File: config.mk
export PLATFORM = sky130hd
export DESIGN_NAME = wdog_guard
export DESIGN_NICKNAME = d
export VERILOG_FILES = /design/src/wdog_pkg.sv /design/src/wdog_counter.sv /design/src/wdog_guard.sv
export SDC_FILE = /design/constraint.sdc
export NUM_CORES = 1
export LEC_CHECK = 0
export BUFFER_PORTS_ARGS = -buffer_cell sky130_fd_sc_hd__buf_4
export CAP_MARGIN = 20
export CORE_MARGIN = 3
export CORE_UTILIZATION = 52
export DETAILED_ROUTE_END_ITERATION = 6
export PLACE_DENSITY = 0.77
export REMOVE_ABC_BUFFERS = 1
export SLEW_MARGIN = 10
export SYNTH_ARGS = -nofsm -noshare
export SYNTH_HDL_FRONTEND = slang
export SYNTH_SLANG_ARGS = --single-unit
File: constraint.sdc
create_clock -name clk -period 3.9 [get_ports clk]
set_clock_uncertainty 0.05 [all_clocks]
set_input_delay 0.585 -clock clk [delete_from_list [all_inputs] [get_ports clk]]
set_output_delay 0.585 -clock clk [all_outputs]
set_load 0.03 [all_outputs]
File: src/wdog_pkg.sv
// package: watchdog guard register map, field layout, fuse levels and timing constants
`default_nettype none
package wdog_pkg;
	// apb register map (byte addresses)
	localparam logic [7:0]  ctrl_addr      = 8'h00;
	localparam logic [7:0]  status_addr    = 8'h04;
	localparam logic [7:0]  restart_addr   = 8'h08;
	// control register fields
	localparam int          timeout_select_lsb = 0;
	localparam int          timeout_select_msb = 2;
	localparam int          wdog_enable_pos = 3;
	localparam int          change_enable_pos = 4;
	localparam logic [2:0]  timeout_select_reset = 3'h0;
	// restart key written to the restart register
	localparam logic [31:0] restart_key    = 32'h0000_00a5;
	// change-enable window, in system clock cycles
	localparam logic [2:0]  ce_window      = 3'h4;
	// shortest period in watchdog oscillator cycles (16k), doubling per code step
	localparam int          base_period_lg = 14;
	localparam int          cnt_w          = 22;
	// fuse-derived safety levels
	typedef enum logic [1:0] {
		level0 = 2'h0,
		level1 = 2'h1,
		level2 = 2'h2
	} level_t;
	// apb request carrier
	typedef struct packed {
		logic        psel;
		logic        penable;
		logic        pwrite;
		logic [7:0]  paddr;
		logic [31:0] pwdata;
	} apb_req_t;
endpackage : wdog_pkg
`default_nettype wire

File: src/wdog_counter.sv
// watchdog period counter on the watchdog oscillator tick
`timescale 1ns/1ps
`default_nettype none
module wdog_counter (
	// clock and reset
	input  wire logic       clk,
	input  wire logic       reset,
	// control
	input  wire logic       run,
	input  wire logic       restart,
	input  wire logic       tick,
	input  wire logic [2:0] sel,
	// result
	output logic            expired
);
	typedef struct packed {
		logic [wdog_pkg::cnt_w-1:0] cnt;
		logic                       expired;
	} cstate_t;

	cstate_t s_r;
	cstate_t s_nxt;
	logic [wdog_pkg::cnt_w-1:0] limit;

	// period is 2^(14+sel) oscillator cycles
	assign limit = wdog_pkg::cnt_w'((23'h1 << (wdog_pkg::base_period_lg + int'(sel))) - 23'h1);

	always_comb begin
		s_nxt = s_r;
		s_nxt.expired = 1'b0;
		if (!run || restart) begin
			s_nxt.cnt = '0;
		end else if (tick) begin
			if (s_r.cnt >= limit) begin
				s_nxt.expired = 1'b1;
				s_nxt.cnt = '0;
			end else begin
				s_nxt.cnt = s_r.cnt + {{(wdog_pkg::cnt_w-1){1'b0}}, 1'b1};
			end
		end
	end

	always_ff @(posedge clk) begin
		if (reset) begin
			s_r <= '0;
		end else begin
			s_r <= s_nxt;
		end
	end

	assign expired = s_r.expired;
endmodule : wdog_counter
`default_nettype wire

File: src/wdog_guard.sv
// watchdog configuration guard with apb control register and timeout counter
//
// The register offsets and register access over APB are this design's own decisions.
`timescale 1ns/1ps
`default_nettype none
module wdog_guard (
	// clock and reset
	input  wire logic        clk,
	input  wire logic        reset,
	// fuses, high when programmed
	input  wire logic        compat_level_fuse,
	input  wire logic        always_on_fuse,
	// watchdog oscillator tick from another domain
	input  wire logic        wdog_osc_tick,
	// apb slave
	input  wire logic        psel,
	input  wire logic        penable,
	input  wire logic        pwrite,
	input  wire logic [7:0]  paddr,
	input  wire logic [31:0] pwdata,
	output logic [31:0]      prdata,
	output logic             pready,
	output logic             pslverr,
	// status
	output logic             wdog_running,
	output logic             chip_reset_req
);
	typedef struct packed {
		logic [1:0]  level;
		logic        fuses_taken;
		logic        wdog_enable_bit;
		logic        change_enable_bit;
		logic [2:0]  ce_cnt;
		logic [2:0]  timeout_select;
		logic [31:0] prdata;
		logic        pready;
		logic        pslverr;
		logic        restart;
		logic        running;
		logic        rst_req;
		logic [2:0]  tick_sync;
	} state_t;

	state_t               s_r;
	state_t               s_nxt;
	wdog_pkg::apb_req_t   req;
	wdog_pkg::level_t     lvl;
	logic                 expired;
	logic                 tick;
	logic                 wr;
	logic                 rd;
	logic                 open_wr;
	logic                 win_open;
	logic                 ctrl_wr;
	logic                 open_taken;
	logic                 en_wr;
	logic [2:0]           sel_wr;
	logic [7:0]           ctrl_val;

	assign req = '{psel: psel, penable: penable, pwrite: pwrite, paddr: paddr, pwdata: pwdata};
	assign lvl = wdog_pkg::level_t'(s_r.level);
	assign wr = req.psel && req.penable && req.pwrite && !s_r.pready;
	assign rd = req.psel && req.penable && !req.pwrite && !s_r.pready;
	assign win_open = s_r.change_enable_bit;
	assign ctrl_wr = wr && req.paddr == wdog_pkg::ctrl_addr;
	assign en_wr = req.pwdata[wdog_pkg::wdog_enable_pos];
	assign sel_wr = req.pwdata[wdog_pkg::timeout_select_msb:wdog_pkg::timeout_select_lsb];
	assign open_wr = req.pwdata[wdog_pkg::change_enable_pos] && en_wr;
	assign open_taken = ctrl_wr && open_wr;
	// rising edge of the synchronised oscillator tick, second stage onward only
	assign tick = s_r.tick_sync[1] && !s_r.tick_sync[2];
	// enable reads one in level 2
	assign ctrl_val = {3'h0, s_r.change_enable_bit,
		(s_r.wdog_enable_bit || lvl == wdog_pkg::level2), s_r.timeout_select};

	////////////////////////////////////////////////////////////////////////////////
	always_comb begin
		s_nxt = s_r;
		s_nxt.pready = 1'b0;
		s_nxt.pslverr = 1'b0;
		s_nxt.restart = 1'b0;
		s_nxt.tick_sync = {s_r.tick_sync[1:0], wdog_osc_tick};
		// fuses captured on the first clock after reset release
		if (!s_r.fuses_taken) begin
			s_nxt.fuses_taken = 1'b1;
			if (always_on_fuse) begin
				s_nxt.level = wdog_pkg::level2;
			end else if (compat_level_fuse) begin
				s_nxt.level = wdog_pkg::level0;
			end else begin
				s_nxt.level = wdog_pkg::level1;
			end
		end
		// change-enable window countdown
		if (s_r.change_enable_bit) begin
			if (s_r.ce_cnt == 3'h1) begin
				s_nxt.change_enable_bit = 1'b0;
			end
			s_nxt.ce_cnt = s_r.ce_cnt - 3'h1;
		end
		if (rd || wr) begin
			s_nxt.pready = 1'b1;
			s_nxt.prdata = '0;
		end
		if (rd) begin
			case (req.paddr)
				wdog_pkg::ctrl_addr:    s_nxt.prdata = {24'h0, ctrl_val};
				wdog_pkg::status_addr:  s_nxt.prdata = {29'h0, s_r.level, s_r.running};
				wdog_pkg::restart_addr: s_nxt.prdata = '0;
				default:                s_nxt.pslverr = 1'b1;
			endcase
		end
		if (wr) begin
			case (req.paddr)
				wdog_pkg::ctrl_addr: begin
					if (open_wr) begin
						// opening write: start window, enable stays or turns on
						s_nxt.change_enable_bit = 1'b1;
						s_nxt.ce_cnt = wdog_pkg::ce_window;
						s_nxt.wdog_enable_bit = 1'b1;
						if (lvl == wdog_pkg::level0) begin
							s_nxt.timeout_select = sel_wr;
						end
					end else if (win_open && !req.pwdata[wdog_pkg::change_enable_pos]) begin
						// committing write inside the window
						s_nxt.change_enable_bit = 1'b0;
						s_nxt.ce_cnt = '0;
						s_nxt.timeout_select = sel_wr;
						if (lvl != wdog_pkg::level2) begin
							s_nxt.wdog_enable_bit = en_wr;
						end
					end else begin
						if (en_wr) begin
							s_nxt.wdog_enable_bit = 1'b1;
						end
						// levels 1 and 2 keep the timeout select here
						if (lvl == wdog_pkg::level0) begin
							s_nxt.timeout_select = sel_wr;
						end
					end
				end
				wdog_pkg::status_addr: ;
				wdog_pkg::restart_addr: begin
					if (req.pwdata == wdog_pkg::restart_key) begin
						s_nxt.restart = 1'b1;
					end
				end
				default: s_nxt.pslverr = 1'b1;
			endcase
		end
		s_nxt.running = s_r.fuses_taken
			&& (s_nxt.wdog_enable_bit || lvl == wdog_pkg::level2);
		s_nxt.rst_req = expired;
	end

	always_ff @(posedge clk) begin
		if (reset) begin
			s_r <= '0;
		end else begin
			s_r <= s_nxt;
		end
	end

	////////////////////////////////////////////////////////////////////////////////
	wdog_counter u_counter (
		.clk     (clk),
		.reset   (reset),
		.run     (s_r.running),
		.restart (s_r.restart),
		.tick    (tick),
		.sel     (s_r.timeout_select),
		.expired (expired)
	);

	assign prdata = s_r.prdata;
	assign pready = s_r.pready;
	assign pslverr = s_r.pslverr;
	assign wdog_running = s_r.running;
	assign chip_reset_req = s_r.rst_req;

	////////////////////////////////////////////////////////////////////////////////
	// a commit may close the window early, a new opening write restarts it
	ce_window_a: assert property (@(posedge clk) disable iff (reset)
		open_taken ##1 !open_taken [*4] |=> !s_r.change_enable_bit)
		else $error("change enable did not clear after four cycles");
	window_open_a: assert property (@(posedge clk) disable iff (reset)
		open_taken |=> s_r.change_enable_bit)
		else $error("opening write did not open the window");
	lvl2_on_a: assert property (@(posedge clk) disable iff (reset)
		(s_r.fuses_taken && lvl == wdog_pkg::level2) |-> ##1 wdog_running)
		else $error("level 2 watchdog not running");
	closed_select_a: assert property (@(posedge clk) disable iff (reset)
		(ctrl_wr && !win_open && !open_wr && lvl != wdog_pkg::level0)
		|=> $stable(s_r.timeout_select))
		else $error("timeout select changed outside window");
	no_disable_a: assert property (@(posedge clk) disable iff (reset)
		(!win_open && !(wr && open_wr) && s_r.wdog_enable_bit) |=> s_r.wdog_enable_bit)
		else $error("watchdog disabled without timed sequence");
	enable_free_a: assert property (@(posedge clk) disable iff (reset)
		(ctrl_wr && en_wr) |=> s_r.wdog_enable_bit)
		else $error("enable write not taken");
	commit_apply_a: assert property (@(posedge clk) disable iff (reset)
		(ctrl_wr && win_open && !req.pwdata[wdog_pkg::change_enable_pos])
		|=> (s_r.timeout_select == $past(sel_wr) && !s_r.change_enable_bit))
		else $error("committing write not applied");
	lvl0_select_a: assert property (@(posedge clk) disable iff (reset)
		(ctrl_wr && lvl == wdog_pkg::level0) |=> s_r.timeout_select == $past(sel_wr))
		else $error("level 0 timeout write lost");
	expire_rst_a: assert property (@(posedge clk) disable iff (reset)
		expired |=> chip_reset_req)
		else $error("expiry did not request chip reset");
	apb_ready_a: assert property (@(posedge clk) disable iff (reset)
		(psel && penable) |-> ##[0:1] pready)
		else $error("apb access not answered");

	commit_c: cover property (@(posedge clk) disable iff (reset)
		win_open && ctrl_wr && !req.pwdata[wdog_pkg::change_enable_pos]);
	expire_c: cover property (@(posedge clk) disable iff (reset) chip_reset_req);
	timeout_c: cover property (@(posedge clk) disable iff (reset)
		$fell(s_r.change_enable_bit) && !wr);
endmodule : wdog_guard
`default_nettype wire

# Word level (Yosys, flattened, before mapping)
# Cells that the tools add are included.
[word_totals]
regBits = 74
inputBits = 48
output_inout_bits = 36
word_cells = 79
[classes]
add_sub_neg = 4
n_lt_le_gt_ge = 1
eq_ne = 6
shifts = 1
mux = 24
bitwise = 3
reduce_logical = 25
[ops]
columns = ["operator", "count"]
rows = [
  ["one-hot mux 32 bit (3 select lines)", 1],
  ["2-to-1 mux 33 bit", 1],
  ["equality test 32 x 8 -> 1 bit (second input constant)", 1],
  ["2-to-1 mux 32 bit", 1],
  ["left shift 1 x 32 -> 22 bit (first input constant)", 1],
  ["2-to-1 mux 8 bit", 3],
  ["adder 22 x 1 -> 22 bit (second input constant)", 1],
  ["greater-or-equal comparator 22 bit", 1],
  ["2-to-1 mux 22 bit", 1],
  ["subtractor 22 x 1 -> 22 bit (second input constant)", 1],
  ["2-to-1 mux 1 bit", 11],
  ["logical AND 1 bit", 9],
  ["OR reduction 3 bit", 3],
  ["equality test 8 x 3 -> 1 bit (second input constant)", 1],
  ["equality test 8 x 4 -> 1 bit (second input constant)", 1],
  ["logical NOT 8 bit", 1],
  ["2-to-1 mux 4 bit", 2],
  ["2-to-1 mux 3 bit", 2],
  ["adder 4 x 3 -> 5 bit (first input constant)", 1],
  ["logical NOT 1 bit", 5],
  ["logical OR 1 bit", 4],
  ["2-to-1 mux 2 bit", 2],
  ["equality test 3 x 1 -> 1 bit (second input constant)", 1],
  ["NOT 1 bit", 3],
  ["other kinds (6)", 6],
]

# Depth between registers and ports, before layout
# Gate-level depths: netlist (run 1).
[depth]
depth_word = 9
depth_mapped = 14
mapped_depth_nobuf = 13

# By module
# A second synthesis (run 1) with hierarchy kept.
[unflattened]
hier_cells = 409
area_unflattened_um2 = 3752.3
[modules_own_cells]
columns = ["mod", "instances", "cells_per_inst", "area_each_um2", "seq_area_each_um2"]
rows = [
  ["wdog_guard", 1, 212, 2065.7, 1021.0],
  ["wdog_counter", 1, 197, 1686.6, 460.4],
]

# Worst setup path before layout (run 1)
# Ideal clock, no wire load.
[synth_path]
path_kind = "reg-to-reg"
start = "register s_r, in the netlist ctrl_val[1]"
end = "register u_counter.s_r, in the netlist u_counter.expired"
setup_ns = 0.115
arrival_time_ns = 2.767
required_ns = 3.734
setup_slack_ns = 0.968
path_stages_with_launch = 15
n_path_buf = 1
synth_period_minus_slack_ns = 2.932
cell_sequence = "dfxtp_1 inv_1 ha_1 inv_1 or3_1 xor2_1 nand2b_1 ha_1 and4_1 nand2_1 o22ai_1 a211oi_2 a21oi_1 buf_2 and3_1"
[synth_via]
elab_chain_len = 5
[synth_lines]
columns = ["item", "line", "rtl"]
rows = [
  ["from (decl)", "wdog_guard.sv:44", "state_t s_r;"],
  ["from (signal assigned)", "wdog_guard.sv:160", "s_r <= s_nxt;"],
  ["adder 4 x 3 -> 5 bit", "wdog_counter.sv:26", "assign limit = wdog_pkg::cnt_w'((23'h1 << (wdog_pkg::base_period_lg + int'(sel))) - 23'h1);"],
  ["left shift 1 x 32 -> 22 bit", "wdog_counter.sv:26", ""],
  ["subtractor 22 x 1 -> 22 bit", "wdog_counter.sv:26", ""],
  ["greater-or-equal comparator 22 bit", "wdog_counter.sv:34", "if (s_r.cnt >= limit) begin"],
  ["2-to-1 mux 1 bit", "wdog_counter.sv:34", ""],
  ["to (signal assigned)", "wdog_counter.sv:47", "s_r <= s_nxt;"],
  ["to (decl)", "wdog_counter.sv:21", "cstate_t s_r;"],
]
# No other way between the ends.
# A chain may end at the register's enable or synchronous reset.

# Final worst setup path (run 1)
[layout_path]
start = "register s_r, in the netlist ctrl_val[1]"
end = "register u_counter.s_r[17] in the netlist's numbering"
[layout_via]
elab_chain_len = 5
[layout_lines]
columns = ["item", "line"]
rows = [
  ["adder 4 x 3 -> 5 bit", "wdog_counter.sv:26"],
  ["left shift 1 x 32 -> 22 bit", "wdog_counter.sv:26"],
  ["subtractor 22 x 1 -> 22 bit", "wdog_counter.sv:26"],
  ["greater-or-equal comparator 22 bit", "wdog_counter.sv:34"],
  ["2-to-1 mux 22 bit", "wdog_counter.sv:34"],
]
# No other way between the ends.

==> flow_metrics.env, run 1 <==
export IMPL_run_status="completed"
export IMPL_area_sequential_um2=1480
export IMPL_synthTopCellsByCount="dfxtp_1 (74), and3_1 (32), buf_4 (32)"
export IMPL_finalCriticalPeriod_ns=3.36
export IMPL_synthFlopType="dfxtp_1"
export IMPL_clk_pin_slew_worst_paths_ns=0.08
export IMPL_post_synth_top_area_share_pct=40.0
export IMPL_distinct_cells_synth=50
export IMPL_critPathSlowestCell="dfxtp_1"
export IMPL_globalRoute_totalOverflow=0
export IMPL_drt_pre_antenna_iters=4
export IMPL_dpl_hpwl_um=5910
export IMPL_antenna_found_initial=0
export IMPL_timing_reg2reg_setup_slack_ns=0.54
export IMPL_postCtsSetupBuffers=0
export IMPL_detail_route_drc_violations=0
export IMPL_ctsResizeCount=0
export IMPL_floorplan_initialDensity_pct=54.2
export IMPL_vias_per_cell=5.30
export IMPL_ys_ff_latch=74
export IMPL_postSynth_asyncResetShare_pct=0
export IMPL_antenna_violating_nets_left=0
export IMPL_place_gp_congestion=0.889
export IMPL_power_density_cell_area_nw_per_um2=333
export IMPL_first_global_vias=2913
export IMPL_vias=2971
export IMPL_path_cells="inv_1 -> ha_1 -> inv_1 -> or3_1 -> xor2_1 -> nand2b_1 -> ha_1 -> and4_1 -> nand2_1 -> o22ai_1 -> a211oi_2 -> a21oi_1 -> buf_4 -> nor3_1"
export IMPL_layout_nets=537
export IMPL_grt_max_degree=33
export IMPL_peakVddDrop_mv=0.201
export IMPL_grt_pass1_wl_um=13400
export IMPL_area_of_combinational_cells_with_multiple_inputs_um2=1900
export IMPL_max_cap_viol_count=0
export IMPL_syn_mean_instance_area_um2=9.14
export IMPL_p_leak_nw=1.92
export IMPL_gr_usage_all_layers_pct=20.0
export IMPL_core_area_um2=6830
export IMPL_crit_family="simple AND/OR/NAND/NOR gates"
export IMPL_clock_buffer_depth=2
export IMPL_cts_tree="done"
export IMPL_die_height_um=90.4
export IMPL_hold_buffers=0
export IMPL_final_setup_tns_ns=0
export IMPL_p_total_mw=1.46
export IMPL_worst_ep_required_time_ns=4.11
export IMPL_insertion_delay_ns=0.35
export IMPL_initial_drt_markers=148
export IMPL_maximum_single_stage_delay_on_the_critical_path_ns=0.52
export IMPL_timing_rr_start="ctrl_val[1]$_SDFFE_PP0P_"
export IMPL_synthMostInstantiatedCell="dfxtp_1"
export IMPL_clock_sinks=74
export IMPL_achievable_frequency_ghz=0.298
export IMPL_placement_io_buffers=83
export IMPL_critical_path_endpoint_type="register"
export IMPL_fp_dieW_um=90.4
export IMPL_yosys_warnings=0
export IMPL_floorplan_io_pins=84
export IMPL_cts_inserted_buffers=9
export IMPL_worst_hold_path_num_cells=2
export IMPL_timing_hold_worst_class="in2reg"
export IMPL_post_synth_inst_count=405
export IMPL_hold_start="wdog_osc_tick"
export IMPL_synthToLayoutAreaGrowth_pct=18.7
export IMPL_insertedDiodeCount=0
export IMPL_synthTopCellsByArea="dfxtp_1 (40%), ha_1 (9.8%), buf_4 (6.5%), and3_1 (5.4%), nor3_1 (3.7%)"
export IMPL_grt_setup_unrepaired="no"
export IMPL_finalCritPeriodShare_pct=86.1
export IMPL_hold_viol=0
export IMPL_layout_filler_cells=580
export IMPL_post_drt_wl_per_cell_um=14.0
export IMPL_worst_slew_pin_transition_ns=0.753
export IMPL_row_cnt=30
export IMPL_timing_max_slew_rel_slack_pct=49.7
export IMPL_ys_seq_area_share_pct=40.0
export IMPL_drv_slew=0
export IMPL_cts_htree_levels=3
export IMPL_cell_area_synth_um2=3700
export IMPL_worstPathArrival_ns=3.57
export IMPL_critical_path_max_fanout=20
export IMPL_setup_viol=0
export IMPL_timing_worst_setup_path_type="reg2reg"
export IMPL_worstHoldEndpoint="s_nxt[1]$_SDFF_PP0_"
export IMPL_critical_path_reg2reg_endpoint="u_counter.s_r[17]$_SDFFE_PP0P_"
export IMPL_critical_path_startpoint_type="register"
export IMPL_clock_tree_root_cell="clkbuf_8"
export IMPL_design_die_area_um2=8170
export IMPL_critical_path_n_buffers_inverters=3
export IMPL_postRouteWirelength_um=7850
export IMPL_synth_edff_count=0
export IMPL_ratio_of_cells_with_drive_above_1_in_the_final_layout_pct=23.4
export IMPL_synth_largest_area_cell="dfxtp_1"
export IMPL_rr_worst_depth=14
==> placed cells by master, fill, tap and decap left out, types with 9 or more instances in the layout <==
| cell | instances |
|---|---|
| buf_4 | 85 |
| dfxtp_1 | 74 |
| and3_1 | 32 |
| ha_1 | 29 |
| nor3_1 | 27 |
| nand2_1 | 23 |
| nor2_1 | 22 |
| a21oi_1 | 16 |
| nand3_1 | 15 |
| xnor2_1 | 12 |
| inv_1 | 11 |
| xor2_1 | 10 |
| clkbuf_8 | 9 |
==> per-layer routing <==
metal | global-route usage, % | part of all wire (%) | vias to the layer above | wire (um)
li1 | - | - | 1503 | -
met1 | 24.6 | 44 | 1356 | 3460
met2 | 32.3 | 46 | 95 | 3630
met3 | 5.83 | 7.2 | 17 | 564
met4 | 9.31 | 2.4 | 0 | 191
met5 | 0 | 0 | - | 0
==> cells by family after synthesis <==
group | after synthesis | share of synthesized area (%)
flip-flops | 74 | 40.0
other | 1 | 0.101
buffers and inverters | 58 | 9.20
AO/OA/AOI/OAI | 43 | 7.44
adder cells (fa/ha/maj) | 29 | 9.80
multiplexers | 7 | 1.89
XOR/XNOR | 22 | 5.21
AND/OR/NAND/NOR | 171 | 26.3
==> metrics by stage <==
stage / hold WS [ns] / instances / util, % / worst slack (ns) / area [um2]
2_1_floorplan: 0.364 / 364 / - / 0.433 / 3420
3_3_place_gp: 0.372 / 545 / 61.2 / 0.771 / 4180
3_5_place_dp: 0.374 / 545 / 61.2 / 0.632 / 4180
4_1_cts: 0.372 / 561 / 64.3 / 0.561 / 4390
5_1_grt: 0.402 / 561 / 64.3 / 0.225 / 4390
6_report: 0.392 / 561 / 64.3 / 0.542 / 4390
==> final cells by class <==
class	count	share of cell area, %
multi-input combinational	278	43.2
tap	96	2.74
timing repair buffer	85	14.5
inverter	12	1.03
sequential	74	33.7
clock buffer	9	2.82
clock inverter	7	1.94
==> how the worst max path moves through the flow <==
stage | start | to | slack (ns) | cells after the start
finish | ctrl_val[1]$_SDFFE_PP0P_ | u_counter.s_r[17]$_SDFFE_PP0P_ | 0.54 | 14
global route | ctrl_val[1]$_SDFFE_PP0P_ | u_counter.s_r[11]$_SDFFE_PP0P_ | 0.23 | 14
CTS | ctrl_val[1]$_SDFFE_PP0P_ | u_counter.s_r[17]$_SDFFE_PP0P_ | 0.56 | 14
detailed placement | ctrl_val[1]$_SDFFE_PP0P_ | u_counter.s_r[14]$_SDFFE_PP0P_ | 0.63 | 14
global placement | ctrl_val[1]$_SDFFE_PP0P_ | u_counter.expired$_SDFF_PP0_ | 0.77 | 14
floorplan | ctrl_val[1]$_SDFFE_PP0P_ | u_counter.expired$_SDFF_PP0_ | 0.43 | 12
==> where the power goes <==
part	internal, mW	switching (mW)
clock	0.308	0.315
sequential	0.759	0.00263
combinational	0.0421	0.0375
==> registers in the layout, indices dropped and copies added, names as in the netlist <==
| signal | flops |
|---|---|
| u_counter.s_r | 22 |
| pslverr | 1 |
| s_nxt | 2 |
| ctrl_val | 3 |
| chip_reset_req | 1 |
| pready | 1 |
| prdata | 32 |
| lvl | 2 |
| s_r | 7 |
| u_counter.expired | 1 |
| wdog_running | 1 |
| win_open | 1 |
(Power assumes the default switching activity.)
==> run 2: changes to the inputs <==
Settings changed: PLACE_DENSITY 0.77 to default, PLACE_DENSITY_LB_ADDON from default to 0.1.
==> run 2 against run 1 <==
Highest routed layer unchanged. Non-clock buffer count unchanged. Design area up 0.20%. Register-to-register slack better by 0.04 ns. Power up 2.5%. Die area unchanged. Combinational power up 0.5%.
==> flow_metrics.env, run 2 (same netlist as run 1, synthesis figures left out) <==
export IMPL_worst_slew_pin_transition_ns=0.733
export IMPL_timing_reg2reg_setup_slack_ns=0.58
export IMPL_worst_hold_path_num_cells=2
export IMPL_critical_path_max_fanout=18
export IMPL_critical_path_endpoint_type="register"
export IMPL_timing_rr_start="ctrl_val[1]$_SDFFE_PP0P_"
export IMPL_antenna_violating_nets_left=0
export IMPL_run_status="completed"
export IMPL_hold_start="wdog_osc_tick"
export IMPL_finish_cell_count_without_fillers=561
export IMPL_critical_path_reg2reg_endpoint="u_counter.s_r[20]$_SDFFE_PP0P_"
export IMPL_placement_io_buffers=83
export IMPL_fp_dieW_um=90.4
export IMPL_grt_setup_unrepaired="no"
export IMPL_cts_tree="done"
export IMPL_timing_max_slew_rel_slack_pct=51.0
export IMPL_clock_sinks=74
export IMPL_core_area_um2=6830
export IMPL_floorplan_io_pins=84
export IMPL_drv_slew=0
export IMPL_clock_tree_root_cell="clkbuf_8"
export IMPL_area_sequential_um2=1480
export IMPL_finalCritPeriodShare_pct=85.1
export IMPL_ctsResizeCount=0
export IMPL_timing_hold_worst_class="in2reg"
export IMPL_critical_path_startpoint_type="register"
export IMPL_cts_htree_levels=3
export IMPL_final_setup_tns_ns=0
export IMPL_max_cap_viol_count=0
export IMPL_largest_register_ffs=32
export IMPL_p_leak_nw=1.92
export IMPL_power_density_cell_area_nw_per_um2=341
export IMPL_hold_buffers=0
export IMPL_insertedDiodeCount=0
export IMPL_vias_per_cell=5.22
export IMPL_rr_worst_depth=13
export IMPL_finalCriticalPeriod_ns=3.32
export IMPL_p_total_mw=1.50
export IMPL_postRouteWirelength_um=8000
export IMPL_worst_ep_required_time_ns=4.12
export IMPL_dp_cells=545
export IMPL_mostFrequentLayoutCell="buf_4"
export IMPL_worstPathArrival_ns=3.54
export IMPL_gr_usage_all_layers_pct=20.4
export IMPL_synthToLayoutAreaGrowth_pct=18.9
export IMPL_floorplan_initialDensity_pct=54.2
export IMPL_design_die_area_um2=8170
export IMPL_place_gp_congestion=0.904
export IMPL_peakVddDrop_mv=0.202
export IMPL_layout_nets=537
export IMPL_grt_max_degree=33
export IMPL_cts_inserted_buffers=9
export IMPL_layout_core_utilization_pct=64.4
export IMPL_detail_route_drc_violations=0
export IMPL_ratio_of_cells_with_drive_above_1_in_the_final_layout_pct=23.2
export IMPL_first_global_vias=2955
export IMPL_layout_filler_cells=573
export IMPL_post_drt_wl_per_cell_um=14.3
export IMPL_achievable_frequency_ghz=0.301
export IMPL_dpl_hpwl_um=5960
export IMPL_hold_viol=0
export IMPL_postCtsSetupBuffers=0
export IMPL_vias=2926
export IMPL_area_of_combinational_cells_with_multiple_inputs_um2=1900
export IMPL_timing_worst_setup_path_type="reg2reg"
export IMPL_initial_drt_markers=65
export IMPL_drt_pre_antenna_iters=4
export IMPL_grt_pass1_wl_um=13500
export IMPL_setup_viol=0
export IMPL_globalRoute_totalOverflow=0
export IMPL_insertion_delay_ns=0.36
export IMPL_antenna_found_initial=0
export IMPL_worstHoldEndpoint="s_nxt[1]$_SDFF_PP0_"
export IMPL_clk_pin_slew_worst_paths_ns=0.08
export IMPL_row_cnt=30
export IMPL_die_height_um=90.4
export IMPL_clock_buffer_depth=2
export IMPL_final_cell_mix="buf_4 (85), dfxtp_1 (74), and3_1 (32)"
[run 2: cell count changes in the layout (fill, tap and decap cells not counted), sizes merged]
cell      before  now
bufinv         1    2
clkbuf         9   10
clkinv         3    2
clkinvlp       0    1
inv           15   13
[run 2: layout make-up]
cell class | instances | share of cell area [%]
multi-input cells | 278 | 43.1
inverters | 12 | 1.02
clock buffers | 10 | 2.90
repair buffers | 85 | 14.5
flip-flops and latches | 74 | 33.7
clock inverters | 6 | 2.05
well taps | 96 | 2.73
[run 2: worst max-delay path, stage by stage, from the launching register on]
cell	delay, ns
dfxtp_1	0.51
inv_1	0.16
ha_1	0.38
inv_1	0.08
or3_1	0.36
xnor2_1	0.17
ha_1	0.26
and4_1	0.19
nand2_1	0.08
o22ai_1	0.10
a211oi_2	0.31
a21oi_1	0.15
buf_4	0.23
nor3_1	0.19
[run 2: how the worst max path moves through the flow]
stage	endpoint	slack, ns	start	cells past startpoint
after global placement	u_counter.s_r[22]$_SDFFE_PP0P_	0.73	ctrl_val[1]$_SDFFE_PP0P_	13
after global routing	u_counter.s_r[13]$_SDFFE_PP0P_	0.27	ctrl_val[1]$_SDFFE_PP0P_	13
after floorplan	u_counter.expired$_SDFF_PP0_	0.43	ctrl_val[1]$_SDFFE_PP0P_	12
final	u_counter.s_r[20]$_SDFFE_PP0P_	0.58	ctrl_val[1]$_SDFFE_PP0P_	13
after CTS	u_counter.s_r[20]$_SDFFE_PP0P_	0.57	ctrl_val[1]$_SDFFE_PP0P_	14
after detailed placement	u_counter.s_r[20]$_SDFFE_PP0P_	0.59	ctrl_val[1]$_SDFFE_PP0P_	13
[run 2: power breakdown]
part | switching [mW] | leakage, nW | internal (mW)
logic | 0.0379 | 1.22 | 0.0420
registers | 0.00269 | 0.597 | 0.759
clock network | 0.296 | 0.107 | 0.362
total | 0.337 | 1.92 | 1.16
[run 2: layer usage]
metal | up-vias | part of all wire, % | global-route usage, %
met4 | 0 | 2.2 | 10.2
met2 | 86 | 48 | 34.3
met1 | 1326 | 43 | 23.9
met3 | 18 | 6.6 | 5.58
li1 | 1496 | - | -
met5 | - | 0 | 0
[run 2: metrics by stage]
step	cell area [um2]	setup slack (ns)	hold slack [ns]
finish	4400	0.581	0.381
floorplan	3420	0.433	0.364
CTS	4400	0.565	0.379
global placement	4180	0.730	0.376
detailed placement	4180	0.586	0.386
global route	4400	0.267	0.395
